**src/core/acac_consts.vh**
```
// Constants for the conversion sequencing and alert pin logic
`ifndef ACAC_CONSTS_VH
`define ACAC_CONSTS_VH
// ----------------------------------------
// Timing
// ----------------------------------------
`define ACAC_CLK_HZ 125000000
`define ACAC_WAKE_NS 25000
`define ACAC_RDY_NS 8000
`define ACAC_RATE0 128
`define ACAC_RATE1 250
`define ACAC_RATE2 490
`define ACAC_RATE3 920
`define ACAC_RATE4 1600
`define ACAC_RATE5 2400
`define ACAC_RATE6 3300
`define ACAC_RATE7 3300
// ----------------------------------------
// Field positions and codes
// ----------------------------------------
`define ACAC_LIM_MSB 11
`define ACAC_QUE_OFF 2'h3
`define ACAC_QUE_ONE 2'h0
`define ACAC_QUE_TWO 2'h1
`define ACAC_ARA_LAST 4'h7
`define ACAC_ARA_DONE 4'h8
// ----------------------------------------
// Reset values
// ----------------------------------------
`define ACAC_MODE_RST 1'h1
`define ACAC_DR_RST 3'h4
`define ACAC_QUE_RST 2'h3
`define ACAC_POL_RST 1'h0
`define ACAC_LAT_RST 1'h0
`define ACAC_WIN_RST 1'h0
`define ACAC_HI_RST 12'h7FF
`define ACAC_LO_RST 12'h800
`endif

```
**src/core/acac_ctrl.v**
```verilog
// Conversion sequencing, comparator and open-drain alert pin control
`include "acac_consts.vh"
module acac_ctrl #(
	parameter CLK_HZ = `ACAC_CLK_HZ
) (
	mclk,
	resetn,
	ce,
	link_clk,
	sda_i,
	sda_o,
	sda_oe_n,
	target_addr,
	cfg_wr,
	cfg_mode,
	cfg_os,
	cfg_dr,
	cfg_window,
	cfg_pol,
	cfg_lat,
	cfg_que,
	cfg_hi,
	cfg_lo,
	result_rd,
	gcall_rst,
	ara_cmd,
	adc_sample,
	alert_o,
	alert_oe_n,
	result,
	os_flag,
	powered,
	conv_done,
	alert_state
);
	input wire mclk;
	input wire resetn;
	input wire ce;
	input wire link_clk;
	input wire sda_i;
	output reg sda_o;
	output reg sda_oe_n;
	input wire [6:0] target_addr;
	input wire cfg_wr;
	input wire cfg_mode;
	input wire cfg_os;
	input wire [2:0] cfg_dr;
	input wire cfg_window;
	input wire cfg_pol;
	input wire cfg_lat;
	input wire [1:0] cfg_que;
	input wire [11:0] cfg_hi;
	input wire [11:0] cfg_lo;
	input wire result_rd;
	input wire gcall_rst;
	input wire ara_cmd;
	input wire [11:0] adc_sample;
	output reg alert_o;
	output reg alert_oe_n;
	output reg [11:0] result;
	output reg os_flag;
	output reg powered;
	output reg conv_done;
	output reg alert_state;

	localparam ST_PDOWN = 2'h0;
	localparam ST_WAKE = 2'h1;
	localparam ST_CONV = 2'h2;
	localparam integer CLK_MHZ = CLK_HZ / 1000000;
	localparam integer WAKE_RAW = (`ACAC_WAKE_NS * CLK_MHZ + 999) / 1000;
	localparam integer RDY_RAW = (`ACAC_RDY_NS * CLK_MHZ + 999) / 1000;
	localparam [23:0] WAKE_CYC = (WAKE_RAW < 1) ? 24'h1 : WAKE_RAW[23:0];
	localparam [23:0] RDY_CYC = (RDY_RAW < 1) ? 24'h1 : RDY_RAW[23:0];

	// Cycles per conversion for a rate code
	function [23:0] conv_cyc;
		input [2:0] dr;
		integer n;
		begin
			case (dr)
				3'h0: n = CLK_HZ / `ACAC_RATE0;
				3'h1: n = CLK_HZ / `ACAC_RATE1;
				3'h2: n = CLK_HZ / `ACAC_RATE2;
				3'h3: n = CLK_HZ / `ACAC_RATE3;
				3'h4: n = CLK_HZ / `ACAC_RATE4;
				3'h5: n = CLK_HZ / `ACAC_RATE5;
				3'h6: n = CLK_HZ / `ACAC_RATE6;
				default: n = CLK_HZ / `ACAC_RATE7;
			endcase
			conv_cyc = (n < 1) ? 24'h1 : n[23:0];
		end
	endfunction

	// Readings needed before the alert asserts
	function [2:0] que_need;
		input [1:0] que;
		begin
			case (que)
				`ACAC_QUE_ONE: que_need = 3'h1;
				`ACAC_QUE_TWO: que_need = 3'h2;
				default: que_need = 3'h4;
			endcase
		end
	endfunction

	// ----------------------------------------
	// Reset and input synchronisers
	// ----------------------------------------
	reg rst_meta_reg;
	reg rst_n_reg;
	always @(posedge mclk or negedge resetn) begin
		if (!resetn) begin
			rst_meta_reg <= 1'b0;
			rst_n_reg <= 1'b0;
		end else begin
			rst_meta_reg <= 1'b1;
			rst_n_reg <= rst_meta_reg;
		end
	end

	wire [8:0] pins_s;
	acac_sync #(.W(9), .RST(9'h180)) u_sync (
		.clk(mclk),
		.rst_n(rst_n_reg),
		.ce(ce),
		.d({link_clk, sda_i, target_addr}),
		.q(pins_s)
	);
	wire scl_s = pins_s[8];
	wire sda_s = pins_s[7];
	wire [6:0] addr_s = pins_s[6:0];

	// ----------------------------------------
	// State
	// ----------------------------------------
	reg [1:0] st_reg;
	reg [23:0] cnt_reg;
	reg sh_mode_reg, sh_win_reg, sh_pol_reg, sh_lat_reg;
	reg [2:0] sh_dr_reg;
	reg [1:0] sh_que_reg;
	reg [11:0] sh_hi_reg, sh_lo_reg;
	reg act_win_reg, act_pol_reg, act_lat_reg;
	reg [1:0] act_que_reg;
	reg [11:0] act_hi_reg, act_lo_reg;
	reg act_cont_reg;
	reg [2:0] que_cnt_reg;
	reg cmp_reg, hi_flag_reg, rdy_lvl_reg;
	reg [23:0] rdy_cnt_reg;
	reg scl_q_reg, ara_busy_reg;
	reg [3:0] ara_bits_reg;
	reg [7:0] ara_shift_reg;

	wire rdy_mode = act_hi_reg[`ACAC_LIM_MSB] & ~act_lo_reg[`ACAC_LIM_MSB];
	wire conv_end = (st_reg == ST_CONV) && (cnt_reg == 24'h1);
	wire above = $signed(adc_sample) > $signed(act_hi_reg);
	wire below = $signed(adc_sample) < $signed(act_lo_reg);
	wire beyond = act_win_reg ? (above | below) : above;
	wire [2:0] que_inc = (que_cnt_reg == 3'h4) ? 3'h4 : que_cnt_reg + 3'h1;
	wire scl_rise = scl_s & ~scl_q_reg;
	wire scl_fall = ~scl_s & scl_q_reg;
	wire ara_lose = ara_shift_reg[7] & ~sda_s;
	wire ara_win = ara_busy_reg & scl_rise & ~ara_lose
		& (ara_bits_reg == `ACAC_ARA_LAST);

	reg alert_act;
	always @* begin
		if (rdy_mode)
			alert_act = act_cont_reg ? (rdy_cnt_reg != 24'h0) : rdy_lvl_reg;
		else
			alert_act = cmp_reg;
	end

	// Defaults for power-up and general-call reset
	task load_defaults;
		begin
			st_reg <= ST_PDOWN;
			cnt_reg <= 24'h0;
			sh_mode_reg <= `ACAC_MODE_RST;
			sh_dr_reg <= `ACAC_DR_RST;
			sh_que_reg <= `ACAC_QUE_RST;
			sh_pol_reg <= `ACAC_POL_RST;
			sh_lat_reg <= `ACAC_LAT_RST;
			sh_win_reg <= `ACAC_WIN_RST;
			sh_hi_reg <= `ACAC_HI_RST;
			sh_lo_reg <= `ACAC_LO_RST;
			act_que_reg <= `ACAC_QUE_RST;
			act_pol_reg <= `ACAC_POL_RST;
			act_lat_reg <= `ACAC_LAT_RST;
			act_win_reg <= `ACAC_WIN_RST;
			act_hi_reg <= `ACAC_HI_RST;
			act_lo_reg <= `ACAC_LO_RST;
			act_cont_reg <= 1'b0;
			que_cnt_reg <= 3'h0;
			cmp_reg <= 1'b0;
			hi_flag_reg <= 1'b0;
			rdy_lvl_reg <= 1'b0;
			rdy_cnt_reg <= 24'h0;
			ara_busy_reg <= 1'b0;
			ara_bits_reg <= 4'h0;
			ara_shift_reg <= 8'h00;
			result <= 12'h000;
			os_flag <= 1'b0;
			powered <= 1'b0;
			conv_done <= 1'b0;
			alert_state <= 1'b0;
			alert_oe_n <= 1'b1;
			sda_oe_n <= 1'b1;
		end
	endtask

	// ----------------------------------------
	// Sequencer, comparator and alert response
	// ----------------------------------------
	always @(posedge mclk or negedge rst_n_reg) begin
		if (!rst_n_reg) begin
			load_defaults;
			scl_q_reg <= 1'b1;
			alert_o <= 1'b0;
			sda_o <= 1'b0;
		end else if (ce) begin
			scl_q_reg <= scl_s;
			alert_o <= 1'b0;
			sda_o <= 1'b0;
			if (gcall_rst) begin
				load_defaults;
			end else begin
				conv_done <= 1'b0;
				if (cfg_wr) begin
					sh_mode_reg <= cfg_mode;
					sh_dr_reg <= cfg_dr;
					sh_que_reg <= cfg_que;
					sh_pol_reg <= cfg_pol;
					sh_lat_reg <= cfg_lat;
					sh_win_reg <= cfg_window;
					sh_hi_reg <= cfg_hi;
					sh_lo_reg <= cfg_lo;
				end
				if (rdy_cnt_reg != 24'h0)
					rdy_cnt_reg <= rdy_cnt_reg - 24'h1;
				if (result_rd)
					cmp_reg <= 1'b0;
				if (ara_win) begin
					cmp_reg <= 1'b0;
					que_cnt_reg <= 3'h0;
				end
				case (st_reg)
					ST_PDOWN: begin
						powered <= 1'b0;
						if (cfg_wr && (!cfg_mode || cfg_os)) begin
							st_reg <= ST_WAKE;
							cnt_reg <= WAKE_CYC;
							os_flag <= cfg_mode & cfg_os;
							powered <= 1'b1;
						end else if (!sh_mode_reg) begin
							st_reg <= ST_WAKE;
							cnt_reg <= WAKE_CYC;
							powered <= 1'b1;
						end
					end
					ST_WAKE: begin
						if (cnt_reg == 24'h1) begin
							os_flag <= 1'b0;
							rdy_lvl_reg <= 1'b0;
							st_reg <= ST_CONV;
							cnt_reg <= conv_cyc(sh_dr_reg);
							act_que_reg <= sh_que_reg;
							act_pol_reg <= sh_pol_reg;
							act_lat_reg <= sh_lat_reg;
							act_win_reg <= sh_win_reg;
							act_hi_reg <= sh_hi_reg;
							act_lo_reg <= sh_lo_reg;
							act_cont_reg <= ~sh_mode_reg;
						end else
							cnt_reg <= cnt_reg - 24'h1;
					end
					ST_CONV: begin
						if (conv_end) begin
							result <= adc_sample;
							conv_done <= 1'b1;
							if (!sh_mode_reg) begin
								cnt_reg <= conv_cyc(sh_dr_reg);
								act_que_reg <= sh_que_reg;
								act_pol_reg <= sh_pol_reg;
								act_lat_reg <= sh_lat_reg;
								act_win_reg <= sh_win_reg;
								act_hi_reg <= sh_hi_reg;
								act_lo_reg <= sh_lo_reg;
								act_cont_reg <= 1'b1;
							end else begin
								st_reg <= ST_PDOWN;
								powered <= 1'b0;
							end
						end else
							cnt_reg <= cnt_reg - 24'h1;
					end
					default: st_reg <= ST_PDOWN;
				endcase
				if (conv_end && rdy_mode) begin
					if (act_cont_reg)
						rdy_cnt_reg <= RDY_CYC;
					else
						rdy_lvl_reg <= 1'b1;
				end else if (conv_end && act_que_reg != `ACAC_QUE_OFF) begin
					if (beyond) begin
						que_cnt_reg <= que_inc;
						if (que_inc >= que_need(act_que_reg)) begin
							cmp_reg <= 1'b1;
							hi_flag_reg <= above;
						end
					end else begin
						que_cnt_reg <= 3'h0;
						if (!act_lat_reg && (act_win_reg || below))
							cmp_reg <= 1'b0;
					end
				end
				if (!ara_busy_reg && ara_cmd && cmp_reg && act_lat_reg
						&& !rdy_mode) begin
					ara_busy_reg <= 1'b1;
					ara_bits_reg <= 4'h0;
					ara_shift_reg <= {addr_s, hi_flag_reg};
					sda_oe_n <= addr_s[6];
				end else if (ara_busy_reg) begin
					if (scl_rise) begin
						if (ara_lose) begin
							ara_busy_reg <= 1'b0;
							sda_oe_n <= 1'b1;
						end else
							ara_bits_reg <= ara_bits_reg + 4'h1;
					end else if (scl_fall) begin
						if (ara_bits_reg == `ACAC_ARA_DONE) begin
							ara_busy_reg <= 1'b0;
							sda_oe_n <= 1'b1;
						end else begin
							ara_shift_reg <= {ara_shift_reg[6:0], 1'b0};
							sda_oe_n <= ara_shift_reg[6];
						end
					end
				end
				alert_state <= alert_act;
				alert_oe_n <= (act_que_reg == `ACAC_QUE_OFF)
					| ~(alert_act ^ act_pol_reg);
			end
		end
	end
endmodule // acac_ctrl

```
**src/core/acac_sync.v**
```verilog
// Two-flop synchroniser for signals from outside the clock domain
module acac_sync #(
	parameter W = 1,
	parameter [W-1:0] RST = {W{1'b0}}
) (
	clk,
	rst_n,
	ce,
	d,
	q
);
	input wire clk;
	input wire rst_n;
	input wire ce;
	input wire [W-1:0] d;
	output reg [W-1:0] q;

	reg [W-1:0] meta_reg;

	// ----------------------------------------
	// Two stages
	// ----------------------------------------
	always @(posedge clk or negedge rst_n) begin
		if (!rst_n) begin
			meta_reg <= RST;
			q <= RST;
		end else if (ce) begin
			meta_reg <= d;
			q <= meta_reg;
		end
	end
endmodule // acac_sync
```
**config.mk**
```make
export PLATFORM = sky130hd
export DESIGN_NAME = acac_ctrl
export DESIGN_NICKNAME = d
export VERILOG_FILES = /design/src/core/acac_ctrl.v /design/src/core/acac_sync.v
export VERILOG_INCLUDE_DIRS = /design/src /design/src/core
export SDC_FILE = /design/constraint.sdc
export NUM_CORES = 1
export LEC_CHECK = 0
export BUFFER_PORTS_ARGS = -buffer_cell sky130_fd_sc_hd__buf_2
export CAP_MARGIN = 20
export CORE_ASPECT_RATIO = 2
export CORE_MARGIN = 3
export CORE_UTILIZATION = 57
export CTS_CLUSTER_SIZE = 12
export DETAILED_ROUTE_END_ITERATION = 12
export PLACE_DENSITY_LB_ADDON = 0.2
export REMOVE_ABC_BUFFERS = 1
export SLEW_MARGIN = 20
export SYNTH_ARGS = -nofsm -noshare
export SYNTH_HDL_FRONTEND = slang
export SYNTH_SLANG_ARGS = --single-unit
```
**constraint.sdc**
```tcl
create_clock -name mclk -period 7.15 [get_ports mclk]
set_input_delay 0.3575 -clock mclk [delete_from_list [all_inputs] [get_ports mclk]]
set_output_delay 0.3575 -clock mclk [all_outputs]
set_load 0.01 [all_outputs]
```
# After elaboration in Yosys (flattened, before gate mapping)
# Index checks and enable logic that the tools add are counted.
[classes]
add_sub_neg = 4
mul = 0
div_mod_pow = 0
order_cmp = 5
n_eq_ne = 26
shifts = 0
muxes = 157
n_bitwise = 18
n_reduce_logical = 44
[op_table]
columns = ["cell", "n"]
rows = [
  ["24-bit two-way mux", 12],
  ["32-bit two-way mux", 9],
  ["12-bit two-way mux", 15],
  ["20-bit case mux with 6 select lines", 1],
  ["1-bit two-way mux", 72],
  ["24-bit case mux with 3 select lines", 1],
  ["32-bit by 2-bit < comparator with 1-bit output (second input constant)", 2],
  ["8-bit two-way mux", 6],
  ["12-bit case mux with 2 select lines", 2],
  ["24-bit by 1-bit subtractor with 24-bit output (second input constant)", 2],
  ["3-bit two-way mux", 13],
  ["24-bit by 1-bit equality test with 1-bit output (second input constant)", 1],
  ["2-bit two-way mux", 12],
  ["24-bit nonzero test", 1],
  ["4-bit two-way mux", 5],
  ["4-bit AND reduction", 5],
  ["5-bit AND reduction", 4],
  ["3-bit != test (second input constant)", 6],
  ["3-bit nonzero test", 6],
  ["12-bit > comparator", 1],
  ["12-bit < comparator", 1],
  ["1-bit case mux with 2 select lines", 6],
  ["2-bit nonzero test", 6],
  ["3-bit equality test (second input constant)", 3],
  ["28 further kinds", 62],
]
[totals]
ff_bits = 171
latch_bits = 0
ram_bits = 0
romBits = 0
inputBits = 62
out_inout_bits = 20
elab_cells = 291
mem_count = 0

# Longest topological paths before layout
# Gate-level depths: netlist (run 1).
[depth]
word_depth = 14
depth_mapped = 11
depth_no_buf = 11

# Modules after synthesis
# Synthesis (run 1) repeated with hierarchy kept, for this count alone.
[unflattened]
hier_cells = 943
area_unflattened_um2 = 9540.4
[modules_own_cells]
columns = ["mod", "n_inst", "cells_per_inst", "area_per_inst_um2", "seq_area_each_um2"]
rows = [
  ["acac_ctrl", 1, 905, 8813.5, 3870.0],
  ["acac_sync", 1, 38, 726.9, 455.4],
]

# Least setup slack after synthesis (run 1)
# No wires, ideal clock.
[synth_timing]
kind = "register -> register"
from = "reg rdy_cnt_reg[3]"
to = "reg rdy_cnt_reg[23]"
arrival_time_ns = 2.566
required_ns = 7.067
path_slack_ns = 4.501
stages_incl_launch_ff = 7
path_buffers = 0
period_less_slack_ns = 2.649
cell_sequence = "dfrtp_1 or4_4 or4_4 a2111o_1 or3_1 or3_1 o21ai_0"
[synth_via]
elab_chain_len = 5
elab_cells_between_ends = 6
cone_classes = "1 x add/sub; 4 x mux; 1 x reduce/logical"
[synth_rtl]
columns = ["item", "line_no", "rtl"]
rows = [
  ["start: declaration", "acac_ctrl.v:148", "reg [23:0] rdy_cnt_reg;"],
  ["start signal: assignment", "acac_ctrl.v:239", "rdy_cnt_reg <= rdy_cnt_reg - 24'h1;"],
  ["24-bit by 1-bit subtractor with 24-bit output / 24-bit nonzero test (equally long branches)", "acac_ctrl.v:239, acac_ctrl.v:238", ""],
  ["24-bit two-way mux *", "acac_ctrl.v:238", "if (rdy_cnt_reg != 24'h0)"],
  ["24-bit two-way mux", "acac_ctrl.v:299", "if (act_cont_reg)"],
  ["24-bit two-way mux *", "acac_ctrl.v:298", "if (conv_end && rdy_mode) begin"],
  ["24-bit two-way mux *", "acac_ctrl.v:224", "if (gcall_rst) begin"],
]
# Mark *: on every way between the ends. The rest lies on a longest branch, timed or not.
# A chain may end at the register's enable or synchronous reset.

# Worst setup path in the final report (run 1)
[layout_timing]
from = "reg cnt_reg[14]"
to = "reg cnt_reg[16]"
[layout_via]
elab_chain_len = 5
elab_cells_between_ends = 9
cone_classes = "1 x add/sub; 2 x eq/ne; 4 x mux; 2 x reduce/logical"
[layout_rtl]
columns = ["item", "line_no", "rtl"]
rows = [
  ["start: declaration", "acac_ctrl.v:137", "reg [23:0] cnt_reg;"],
  ["start signal: assignment", "acac_ctrl.v:265", "cnt_reg <= conv_cyc(sh_dr_reg);"],
  ["start signal: assignment", "acac_ctrl.v:274", "cnt_reg <= cnt_reg - 24'h1;"],
  ["start signal: assignment", "acac_ctrl.v:281", "cnt_reg <= conv_cyc(sh_dr_reg);"],
  ["branches (longest 5 deep; another with 24-bit by 1-bit subtractor with 24-bit output)", "n/a", ""],
]
# Several ways; the timed one is not identified.

==> results of run 1 <==
[layer usage]
layer	share of wire	GRT usage	wire length (um)	vias up
met1	0.38	0.3030	9058	3822
met2	0.54	0.4779	12680	211
met3	0.039	0.04069	921	56
met4	0.037	0.1385	882	0
met5	0	0	0	-
li1	-	-	-	3736
[per-stage QoR]
step / worst slack (ns) / cells / utilization / power, mW
after global placement: 3.811 / 1220 / 0.6203 / 2.354
final: 3.696 / 1254 / 0.6581 / 3.288
after floorplan: 2.097 / 928 / - / 2.047
after global routing: 3.401 / 1254 / 0.6581 / 3.494
after CTS: 3.642 / 1253 / 0.6575 / 3.288
after detailed placement: 3.673 / 1220 / 0.6206 / 2.376
[cells in the final DEF, fill, tap and decap left out, types with 4 or more instances in the layout]
master / n
buf_2: 79
xnor2_1: 6
nand2_1: 79
nand4_1: 11
mux2i_1: 8
inv_1: 45
nor2_1: 65
nor3_1: 35
mux2_2: 20
nand2b_1: 14
dfrtp_1: 133
and2_1: 16
ha_1: 38
clkinv_4: 4
or2_2: 6
buf_4: 12
nor4_1: 10
inv_6: 4
a31oi_1: 12
a22o_1: 24
dfstp_2: 37
o211a_1: 4
a21o_1: 7
clkbuf_16: 17
o2bb2ai_1: 19
nor2b_1: 6
a211oi_1: 9
or3_1: 11
a21oi_1: 75
o31ai_1: 22
nand3_1: 14
a41o_1: 13
o22a_1: 18
nor3b_1: 7
o21ai_0: 84
and3_1: 7
o211ai_1: 4
[critical path, cell delays in order, from the launching register on]
cell,delay (ns)
dfrtp_1,0.40
nor4_1,0.91
nand4_1,0.35
o311ai_4,0.97
nand2b_1,0.48
o21ai_0,0.19
[final cells by class]
| class | instances | area [um^2] | area share |
|---|---|---|---|
| timing repair buffer | 92 | 495.5 | 0.04723 |
| multi-input combinational | 709 | 4653 | 0.4436 |
| clock inverter | 14 | 138.9 | 0.01324 |
| inverter | 48 | 180.2 | 0.01718 |
| tap | 201 | 251.5 | 0.02397 |
| antenna | 1 | 2.502 | 0.0002385 |
| sequential | 171 | 4329 | 0.4127 |
| clock buffer | 18 | 439.2 | 0.04187 |
[logic make-up (layout without fill, tap and decap cells)]
logic type / count (synthesis) / in the layout / share of synthesized area
compound gates: 324 / 324 / 0.2322
simple gates: 309 / 309 / 0.1707
flops: 171 / 171 / 0.4621
buf+inv: 108 / 172 / 0.04424
fa+ha+maj: 38 / 38 / 0.05080
mux: 28 / 28 / 0.03262
xor+xnor: 7 / 7 / 0.006550
other cells: 2 / 4 / 0.0008023
[synthesized netlist by cell type, types with 8 or more instances]
master,n
nand2b_1,14
nor2_1,67
nand4_1,11
o31ai_1,22
a21oi_1,75
inv_1,45
clkbuf_1,53
a211oi_1,9
dfstp_2,37
a41o_1,13
nor4_1,10
ha_1,38
dfrtp_1,134
mux2_2,20
a31oi_1,12
mux2i_1,8
and2_1,16
o21ai_0,84
nand2_1,80
a22o_1,24
nand3_1,14
or3_1,11
o22a_1,18
o2bb2ai_1,19
nor3_1,35
[worst paths after layout]
kind                                  start               to  slack, ns  cells past startpoint
worst max-delay path            cnt_reg[14]      cnt_reg[16]       3.70                      5
worst min-delay path              cfg_dr[1]     sh_dr_reg[1]       0.12                      3
worst max register to register  cnt_reg[14]      cnt_reg[16]       3.70                      5
worst min register to register    rst_n_reg    act_lo_reg[0]       0.34                      0
max in group asynchronous         rst_n_reg  ara_bits_reg[0]       5.50                      1
min in group asynchronous            resetn        rst_n_reg       0.23                      2
[where the power goes]
group          total [mW]  internal, mW  switching (mW)
Clock               0.907         0.496           0.411
Sequential           1.28          1.12           0.154
Combinational        1.10         0.425           0.679
Total                3.29          2.04            1.24
==> metrics.md, run 1 <==
| Metric | Value |
|---|---|
| Hold WC Path Type | `primary input to flip-flop` |
| Clock sinks | `171` |
| DRC | `0` |
| Leakage | `4.768 nW` |
| Die area | `0.01809 mm^2` |
| Netlist cell types | `72` |
| Max Clock Freq | `289.5 MHz` |
| Layout area overhead | `12.07%` |
| Setup bufs post-CTS | `0` |
| I/O pin count | `82` |
| # resized after CTS | `0` |
| Post-cts hold buffer count | `1` |
| Number of detailed-route iterations in the first pass | `5` |
| Clock transition at the registers of the reported paths | `0.07 ns` |
| Slew headroom | `0.2831` |
| # setup viols final | `0` |
| DIE WIDTH | `96.62 um` |
| Share of cells above drive strength 1 | `0.1968` |
| CTS root buf | `clkbuf_16` |
| Slew Viols, Final | `0` |
| Synthesized area | `0.009360 mm^2` |
| Routed len/inst | `18.77 um` |
| Peak supply drop | `0.2357 mV` |
| Worst-Skew Late Latency | `0.44 ns` |
| Placed inst area | `0.009892 mm^2` |
| Power per standard cell area | `313.5 mW/mm^2` |
| Post-Synthesis Cells | `987` |
| Pin count of the biggest net entering global routing | `77` |
| Yosys warning count | `0` |
| ANT nets after route | `0` |
| Placer Congestion | `0.8758` |
| Fill count | `1370` |
| Seq cells post-synth | `171` |
| H-tree depth | `4` |
| Port bufs | `79` |
| Detailed Route Iter0 Violations | `406` |
| Setup Crit Path Kind | `flip-flop to flip-flop` |
| CTS tree | `done` |
| Sequential-to-total area share from yosys stat | `0.4621` |
| Fraction of registers with async set/reset | `1.000` |
| Worst Setup Start Kind | `flip-flop` |
| Tmin final | `3.454 ns` |
| # nets final | `1139` |
| Total grt overflow | `0` |
| CP Capture Type | `flip-flop` |
| Number of global-route vias before repair | `7897` |
| Die height | `187.2 um` |
| Post-synth EDFFs | `0` |
| Initial Util | `0.5872` |
| Period utilization | `0.4831` |
| Setup_tns | `0 ns` |
| Yosys top cell by area | `dfrtp_1` |
| Number of vias per cell | `6.240` |
| Bufs on Longest Clock Path | `2` |
| WHS | `0.1209 ns` |
| Post-DP HPWL | `16570 um` |
| Synth Flop Type | `dfrtp_1` |
| Core area | `0.01594 mm^2` |
| Vias post-DR | `7825` |
| Total CTS buffers | `17` |
| Num rows | `65` |
| Share of the synthesized area in the top cell type | `0.3582` |
| GRT Util Overall | `0.2668` |
| RSZ-0062 raised after global routing | `false` |
| Max cap viols | `0` |
| Avg Inst Size Synth | `9.484 um^2` |
| First-pass GRT wire length | `39300 um` |
| Clock skew | `0.01018 ns` |
| Worst Path Max Fanout | `29` |
| Status | `finished clean` |
| Dominant cells by area after synthesis | `dfrtp_1 36%, dfstp_2 10%, ha_1 5.1%, o21ai_0 4.5%, a21oi_1 4.0%` |
| Hold Vio Cnt, Final | `0` |
| CP required | `7.44 ns` |
| Least-Margin Pin Slew | `1.065 ns` |
| Final WL | `23540 um` |
| Initial antenna violation count | `1` |
| Design Area, Final | `0.01049 mm^2` |
| Arrival time at the worst endpoint | `3.75 ns` |
No activity file was read; power rests on OpenSTA's default activity.
==> run 2: changes to the inputs <==
--- a/config.mk
+++ b/config.mk
@@ -6,6 +6,7 @@
 export SDC_FILE = /design/constraint.sdc
 export NUM_CORES = 1
 export LEC_CHECK = 0
+export ABC_AREA = 1
 export BUFFER_PORTS_ARGS = -buffer_cell sky130_fd_sc_hd__buf_2
 export CAP_MARGIN = 20
 export CORE_ASPECT_RATIO = 2
==> constraint.sdc (replaced) <==
create_clock -name mclk -period 3.2 [get_ports mclk]
set_input_delay 0.16 -clock mclk [delete_from_list [all_inputs] [get_ports mclk]]
set_output_delay 0.16 -clock mclk [all_outputs]
set_load 0.01 [all_outputs]
==> run 2 against run 1 <==
Compared with the run above: die area increased by 1.9%; power increased to 2.6 times the previous value; sequential power grew 130%; first-iteration DRC count is 14% higher; core utilization grew 2.4 points; count of clock-buffer cells in the layout increased by 2; combinational power increased to 3.2 times the previous value; synthesized cell count up 22%; clock power rose by 130%; worst hold slack lost 0.097 ns; critical endpoint is now act_hi_reg[9]; highest routed layer unchanged.
==> metrics.md, run 2 <==
| Metric | Value |
|---|---|
| Bufs on Longest Clock Path | `2 (unchanged)` |
| # nets final | `1412 (+24%)` |
| Crit path largest cell delay | `0.42 ns (-0.55 ns)` |
| CP Capture Type | `flip-flop` |
| Hold Vio Cnt, Final | `0 (unchanged)` |
| Netlist cell types | `49 (-32%)` |
| Num rows | `66 (+1.5%)` |
| Total CTS buffers | `17 (unchanged)` |
| Worst path bufs/invs | `2 (+2)` |
| Layout area overhead | `16.89%` |
| Yosys warning count | `0 (unchanged)` |
| ANT nets after route | `0 (unchanged)` |
| Area of the multi-input gates | `0.004443 mm^2 (-4.5%)` |
| Total grt overflow | `0 (unchanged)` |
| Peak supply drop | `0.4092 mV (+74%)` |
| Number of vias per cell | `5.721 (-8.3%)` |
| CTS tree | `done` |
| Most used cell, CP | `o21ai_1` |
| Pwr Total | `8.502 mW (+160%)` |
| Share of cells above drive strength 1 | `0.1487 (-0.04809)` |
| Core area | `0.01635 mm^2 (+2.6%)` |
| Critical-path cell list | `nor2_1, nand4_1, nor2_4, nand2_8, inv_2, nand2_2, a21oi_4, buf_12, o21ai_1, o21ai_1` |
| Initial Util | `0.5839 (-0.003260)` |
| Max cap viols | `0 (unchanged)` |
| Power per standard cell area | `761.8 mW/mm^2 (+140%)` |
| H-tree depth | `4 (unchanged)` |
| Clock skew | `0.008270 ns (-0.001911 ns)` |
| Place WS | `0.7491 ns (-2.924 ns)` |
| Post-DP HPWL | `18600 um (+12%)` |
| Slew Viols, Final | `0 (unchanged)` |
| Setup_tns | `0 ns (unchanged)` |
| Clock sinks | `171 (unchanged)` |
| Final WL | `26290 um (+12%)` |
| Port bufs | `79 (unchanged)` |
| WHS | `0.02386 ns (-0.09709 ns)` |
| Antenna diodes | `0 (-1)` |
| DRC | `0 (unchanged)` |
| Slowest cell on the critical path | `dfrtp_1` |
| Number of global-route vias before repair | `8964 (+14%)` |
| Tmin final | `2.388 ns (-1.066 ns)` |
| GRT Util Overall | `0.2948 (+0.02806)` |
| FF+latch area | `0.004329 mm^2 (unchanged)` |
| Most frequent cells in the layout | `270 x nand2_1, 145 x inv_1, 133 x dfrtp_1` |
| Synthesized area | `0.009548 mm^2 (+2.0%)` |
| Hold WC Path Type | `primary input to flip-flop` |
| Setup bufs post-CTS | `0 (unchanged)` |
| Dominant cells by area after synthesis | `dfrtp_1 35%, nand2_1 11%, dfstp_2 10%, inv_1 5.7%, ha_1 5.0%` |
| First-pass GRT wire length | `43470 um (+11%)` |
| Layout Utilization | `0.6826 (+0.02450)` |
| Avg Inst Size Synth | `7.957 um^2 (-16%)` |
| Sequential-to-total area share from yosys stat | `0.4530 (-0.009083)` |
| CTS root buf | `clkbuf_16` |
| Post-synth EDFFs | `0 (unchanged)` |
| Synth Flop Type | `dfrtp_1` |
| Status | `finished clean` |
| RSZ-0062 raised after global routing | `false` |
| Setup Crit Path Kind | `flip-flop to flip-flop` |
| Die area | `0.01843 mm^2 (+1.9%)` |
| Critical Path End | `act_hi_reg[9]` |
| Pin count of the biggest net entering global routing | `76 (-1.3%)` |
| Period utilization | `0.7462 (+0.2631)` |
| Detailed Route Iter0 Violations | `461 (+14%)` |
| Top post-synthesis cells by count | `270 x nand2_1, 145 x inv_1, 134 x dfrtp_1, 123 x nor2_1, 73 x nand3_1` |
| Vias post-DR | `8747 (+12%)` |
| Share of the synthesized area in the top cell type | `0.3512 (-0.007042)` |
| Count leader, synth | `nand2_1` |
| FF-to-FF End | `act_hi_reg[9]` |
| Clock transition at the registers of the reported paths | `0.07 ns (about the same)` |
| Routed len/inst | `17.20 um (-8.4%)` |
| Die height | `189.0 um (+0.96%)` |
| Leakage | `5.600 nW (+17%)` |
| Worst Setup Start Kind | `flip-flop` |
| Worst setup margin | `0.8122 ns (-2.884 ns)` |
| Design Area, Final | `0.01116 mm^2 (+6.4%)` |
| CP required | `3.56 ns (-3.88 ns)` |
| # setup viols final | `0 (unchanged)` |
| Post-Synthesis Cells | `1200 (+22%)` |
| Fill count | `1383 (+0.95%)` |
| Leading cell type in the layout, fill and taps excluded | `nand2_1` |
| Critical path origin | `cnt_reg[20]` |
| Worst Path Max Fanout | `60 (+110%)` |
| Worst path depth | `10 (+5)` |
| Max Clock Freq | `418.8 MHz (+45%)` |
| Yosys top cell by area | `dfrtp_1` |
| Number of detailed-route iterations in the first pass | `5 (unchanged)` |
| Worst-Skew Late Latency | `0.43 ns (about the same)` |
| I/O pin count | `82 (unchanged)` |
| Least-Margin Pin Slew | `1.014 ns (-0.05152 ns)` |
| Seq cells post-synth | `171 (unchanged)` |
| Placed cells | `1456 (+19%)` |
| Placer Congestion | `1.002 (+14%)` |
| DIE WIDTH | `97.52 um (+0.93%)` |
| Finished Layout Cells | `1529 (+22%)` |
| RR Startpoint | `cnt_reg[20]` |
| Placed inst area | `0.01015 mm^2 (+2.6%)` |
| Arrival time at the worst endpoint | `2.74 ns (-1.01 ns)` |
| Initial antenna violation count | `0 (-1)` |
| Crit path max-delay family | `simple AND/OR/NAND/NOR gates` |
| Slew headroom | `0.3233 (+0.04017)` |
| R2R cell count | `10 (+5)` |
| Fraction of registers with async set/reset | `1.000 (unchanged)` |
| R2R Setup Slk | `0.81 ns (-2.88 ns)` |
run 2: changes by cell type after synthesis, moves of 16 or more:
cell       before  now
o21ai_0        84   68
xor2_1          1   31
mux2_2         20    0
inv_1          45  145
clkbuf_1       53   23
nor2_1         67  123
o21ai_1         3   46
o31ai_1        22    2
a21oi_1        75   36
nand2_1        80  270
o22ai_1         0   16
nand3_1        14   73
o2bb2ai_1      19    0
nor3_1         35   16
run 2: worst register-to-register path, cell delays in order, from the launching register on:
cell     delay [ns]
dfrtp_1        0.42
nor2_1         0.27
nand4_1        0.20
nor2_4         0.19
nand2_8        0.13
inv_2          0.24
nand2_2        0.16
a21oi_4        0.18
buf_12         0.26
o21ai_1        0.15
o21ai_1        0.11
run 2: cells by family (layout without fill, tap and decap cells):
family	Yosys count	in the layout	synth area share
AO/OA/AOI/OAI	235	235	0.1517
XOR/XNOR	31	31	0.02844
adder cells (fa/ha/maj)	38	38	0.04980
buffers and inverters	198	322	0.08269
flip-flops	171	171	0.4530
other	2	3	0.0007866
AND/OR/NAND/NOR	525	525	0.2335
run 2: routing by layer:
metal  global-route usage  vias to the layer above  part of all wire
li1                     -                     4169                 -
met2               0.5439                      312              0.54
met4               0.1712                        0             0.055
met1               0.3138                     4156              0.36
met5                    0                        -                 0
met3              0.04388                      110             0.045
run 2: worst min path at each step:
stage,from,end,slack [ns],cells past startpoint
after floorplan,resetn,rst_meta_reg,-0.14,0
after global placement,resetn,rst_meta_reg,-0.05,1
after detailed placement,resetn,rst_meta_reg,-0.05,1
after CTS,cfg_lat,sh_lat_reg,0.004,2
after global routing,adc_sample[5],result[5],0.03,3
final,adc_sample[5],result[5],0.02,3
run 2: cell type report:
| type | instances | area share |
|---|---|---|
| clock inverter | 12 | 0.01256 |
| timing repair buffer | 134 | 0.08498 |
| tap | 204 | 0.02287 |
| clock buffer | 20 | 0.04092 |
| inverter | 156 | 0.05269 |
| multi-input combinational | 832 | 0.3981 |
| sequential | 171 | 0.3879 |
run 2: repair_timing:
| action | in CTS | in global routing |
|---|---|---|
| resized for setup | 0 | 0 |
| endpoints found under the hold margin | 42 | 0 |
| hold buffers | 41 | 0 |
run 2: report_power, final:
part           internal [mW]  switching [mW]
logic                   1.22            2.29
registers               2.56           0.329
clock network           1.20           0.903
==> run 3: changes to the inputs <==
--- a/config.mk
+++ b/config.mk
@@ -11,7 +11,7 @@
 export CAP_MARGIN = 20
 export CORE_ASPECT_RATIO = 2
 export CORE_MARGIN = 3
-export CORE_UTILIZATION = 57
+export CORE_UTILIZATION = 55
 export CTS_CLUSTER_SIZE = 12
 export DETAILED_ROUTE_END_ITERATION = 12
 export PLACE_DENSITY_LB_ADDON = 0.2
==> constraint.sdc (replaced) <==
create_clock -name mclk -period 1.9 [get_ports mclk]
set_input_delay 0.095 -clock mclk [delete_from_list [all_inputs] [get_ports mclk]]
set_output_delay 0.095 -clock mclk [all_outputs]
set_load 0.01 [all_outputs]
==> run 3 against run 2 <==
Compared with the run above: the flow now finishes with violations (negative setup slack); sequential power up 66%; register-to-register slack worse by 1.1 ns; worst hold slack improved by 0.016 ns; first-iteration DRC count up 75%; critical endpoint is now act_lo_reg[10]; highest routed layer unchanged.
==> metrics.md, run 3 (synthesis results as in run 2) <==
| Metric | Value |
|---|---|
| Slew headroom | `0.3635 (+0.04022)` |
| Slowest cell on the critical path | `dfrtp_1` |
| H-tree depth | `4 (unchanged)` |
| I/O pin count | `82 (unchanged)` |
| Place WS | `-0.1665 ns (-0.9156 ns)` |
| Initial antenna violation count | `0 (unchanged)` |
| CTS tree | `done` |
| Worst-Skew Late Latency | `0.44 ns (about the same)` |
| Period utilization | `1.148 (+0.4019)` |
| Hold WC Path Type | `primary input to flip-flop` |
| Peak supply drop | `0.8098 mV (+98%)` |
| Die area | `0.01907 mm^2 (+3.5%)` |
| RSZ-0062 raised after global routing | `true` |
| Worst Path Max Fanout | `7 (-88%)` |
| Crit path max-delay family | `simple AND/OR/NAND/NOR gates` |
| Number of vias per cell | `6.000 (+4.9%)` |
| Antenna diodes | `0 (unchanged)` |
| Max cap viols | `0 (unchanged)` |
| CTS root buf | `clkbuf_16` |
| Worst Setup Start Kind | `flip-flop` |
| Routed len/inst | `19.97 um (+16%)` |
| Leakage | `6.611 nW (+18%)` |
| Hold Vio Cnt, Final | `0 (unchanged)` |
| Critical path origin | `cnt_reg[2]` |
| Bufs on Longest Clock Path | `2 (unchanged)` |
| Initial Util | `0.5638 (-0.02011)` |
| Power per standard cell area | `1293 mW/mm^2 (+70%)` |
| Clock transition at the registers of the reported paths | `0.08 ns (about the same)` |
| GRT Util Overall | `0.3191 (+0.02426)` |
| ANT nets after route | `0 (unchanged)` |
| Port bufs | `79 (unchanged)` |
| Core area | `0.01693 mm^2 (+3.6%)` |
| Leading cell type in the layout, fill and taps excluded | `nand2_1` |
| DRC | `0 (unchanged)` |
| Detailed Route Iter0 Violations | `805 (+75%)` |
| First-pass GRT wire length | `47580 um (+9.5%)` |
| Worst setup margin | `-0.2815 ns (-1.094 ns)` |
| Setup Crit Path Kind | `flip-flop to flip-flop` |
| Layout Utilization | `0.7998 (+0.1173)` |
| Total grt overflow | `0 (unchanged)` |
| Share of cells above drive strength 1 | `0.3426 (+0.1939)` |
| Most frequent cells in the layout | `234 x nand2_1, 133 x dfrtp_1, 128 x inv_1` |
| Num rows | `67 (+1.5%)` |
| Clock skew | `0.01023 ns (+0.001960 ns)` |
| Die height | `192.3 um (+1.7%)` |
| Vias post-DR | `10120 (+16%)` |
| Least-Margin Pin Slew | `0.9547 ns (-0.05924 ns)` |
| R2R Setup Slk | `-0.28 ns (-1.09 ns)` |
| Pin count of the biggest net entering global routing | `67 (-12%)` |
| Clock sinks | `171 (unchanged)` |
| RR Startpoint | `cnt_reg[2]` |
| Fill count | `1004 (-27%)` |
| Setup_tns | `-15.54 ns (-15.54 ns)` |
| CP required | `2.27 ns (-1.29 ns)` |
| Slew Viols, Final | `0 (unchanged)` |
| Placer Congestion | `0.9603 (-4.1%)` |
| Arrival time at the worst endpoint | `2.55 ns (-0.19 ns)` |
| Crit path largest cell delay | `0.40 ns (-0.02 ns)` |
| DIE WIDTH | `99.17 um (+1.7%)` |
| Final WL | `33690 um (+28%)` |
| Critical-path cell list | `nor2_1, nand4_1, nor2_4, nand2_8, inv_8, nand2_4, a21oi_4, buf_6, buf_12, buf_16, nand3_2, o21ai_1` |
| FF-to-FF End | `act_lo_reg[10]` |
| Worst path bufs/invs | `4 (+2)` |
| Worst path depth | `12 (+2)` |
| # nets final | `1567 (+11%)` |
| Post-DP HPWL | `19610 um (+5.4%)` |
| Total CTS buffers | `17 (unchanged)` |
| Tmin final | `2.181 ns (-0.2064 ns)` |
| R2R cell count | `12 (+2)` |
| Max Clock Freq | `458.4 MHz (+9.5%)` |
| Failing checks | `negative setup slack` |
| Status | `finished, violations left` |
| FF+latch area | `0.004329 mm^2 (unchanged)` |
| Layout area overhead | `41.86%` |
| WHS | `0.04023 ns (+0.01637 ns)` |
| Critical Path End | `act_lo_reg[10]` |
| Number of global-route vias before repair | `9852 (+9.9%)` |
| CP Capture Type | `flip-flop` |
| Number of detailed-route iterations in the first pass | `7 (+2)` |
| Area of the multi-input gates | `0.005299 mm^2 (+19%)` |
| # setup viols final | `94 (+94)` |
-- run 3: routing by layer --
metal  vias up  wire length [um]  GRT usage
met1      4862             11050     0.3318
li1       4482                 -          -
met4         0              2748     0.1894
met5         -                 0          0
met3       230              2239    0.04414
met2       548             17650     0.5961
-- run 3: tightest hold or removal path, delay by kind of cell --
family                 cells  cell delay (ns)
AND/OR/NAND/NOR            1             0.10
AO/OA/AOI/OAI              1             0.08
buffers and inverters      1             0.16
-- run 3: layout make-up --
cell class | count | area share
Clock buffer | 17 | 0.03141
Tap cell | 207 | 0.01912
Sequential cell | 171 | 0.3196
Clock inverter | 15 | 0.01127
Inverter | 156 | 0.04434
Multi-Input combinational cell | 832 | 0.3912
Timing Repair Buffer | 289 | 0.1830
-- run 3: timing repair --
action / in CTS / in global routing
setup buffers: 9 / 22
gates cloned: 5 / 4
setup endpoints to repair: 106 / 112
hold buffers: 56 / 0
gates resized for setup: 53 / 213
pin swaps: 8 / 61
endpoints found under the hold margin: 56 / 0
-- run 3: how the worst min path moves through the flow --
stage,slack [ns],end,start,cells past startpoint
final,0.04,result[11],adc_sample[11],3
after global routing,0.05,result[11],adc_sample[11],3
after CTS,0.02,result[11],adc_sample[11],3
after detailed placement,-0.12,rst_meta_reg,resetn,1
after global placement,-0.12,rst_meta_reg,resetn,1
after floorplan,-0.20,rst_meta_reg,resetn,0
-- run 3: report_power, final --
group | total [mW] | internal, mW | switching [mW]
clock network | 3.47 | 1.75 | 1.71
registers | 4.80 | 4.31 | 0.494
logic | 9.24 | 3.91 | 5.34
total | 17.5 | 9.97 | 7.54
-- run 3: per-stage QoR --
stage	power (mW)	instance area, um^2	std cells
3_5_place_dp	11.72	10970	1563
4_1_cts	15.68	12500	1664
2_1_floorplan	9.077	9350	1159
3_3_place_gp	11.59	10970	1563
5_1_grt	18.53	13540	1687
6_report	17.51	13540	1687
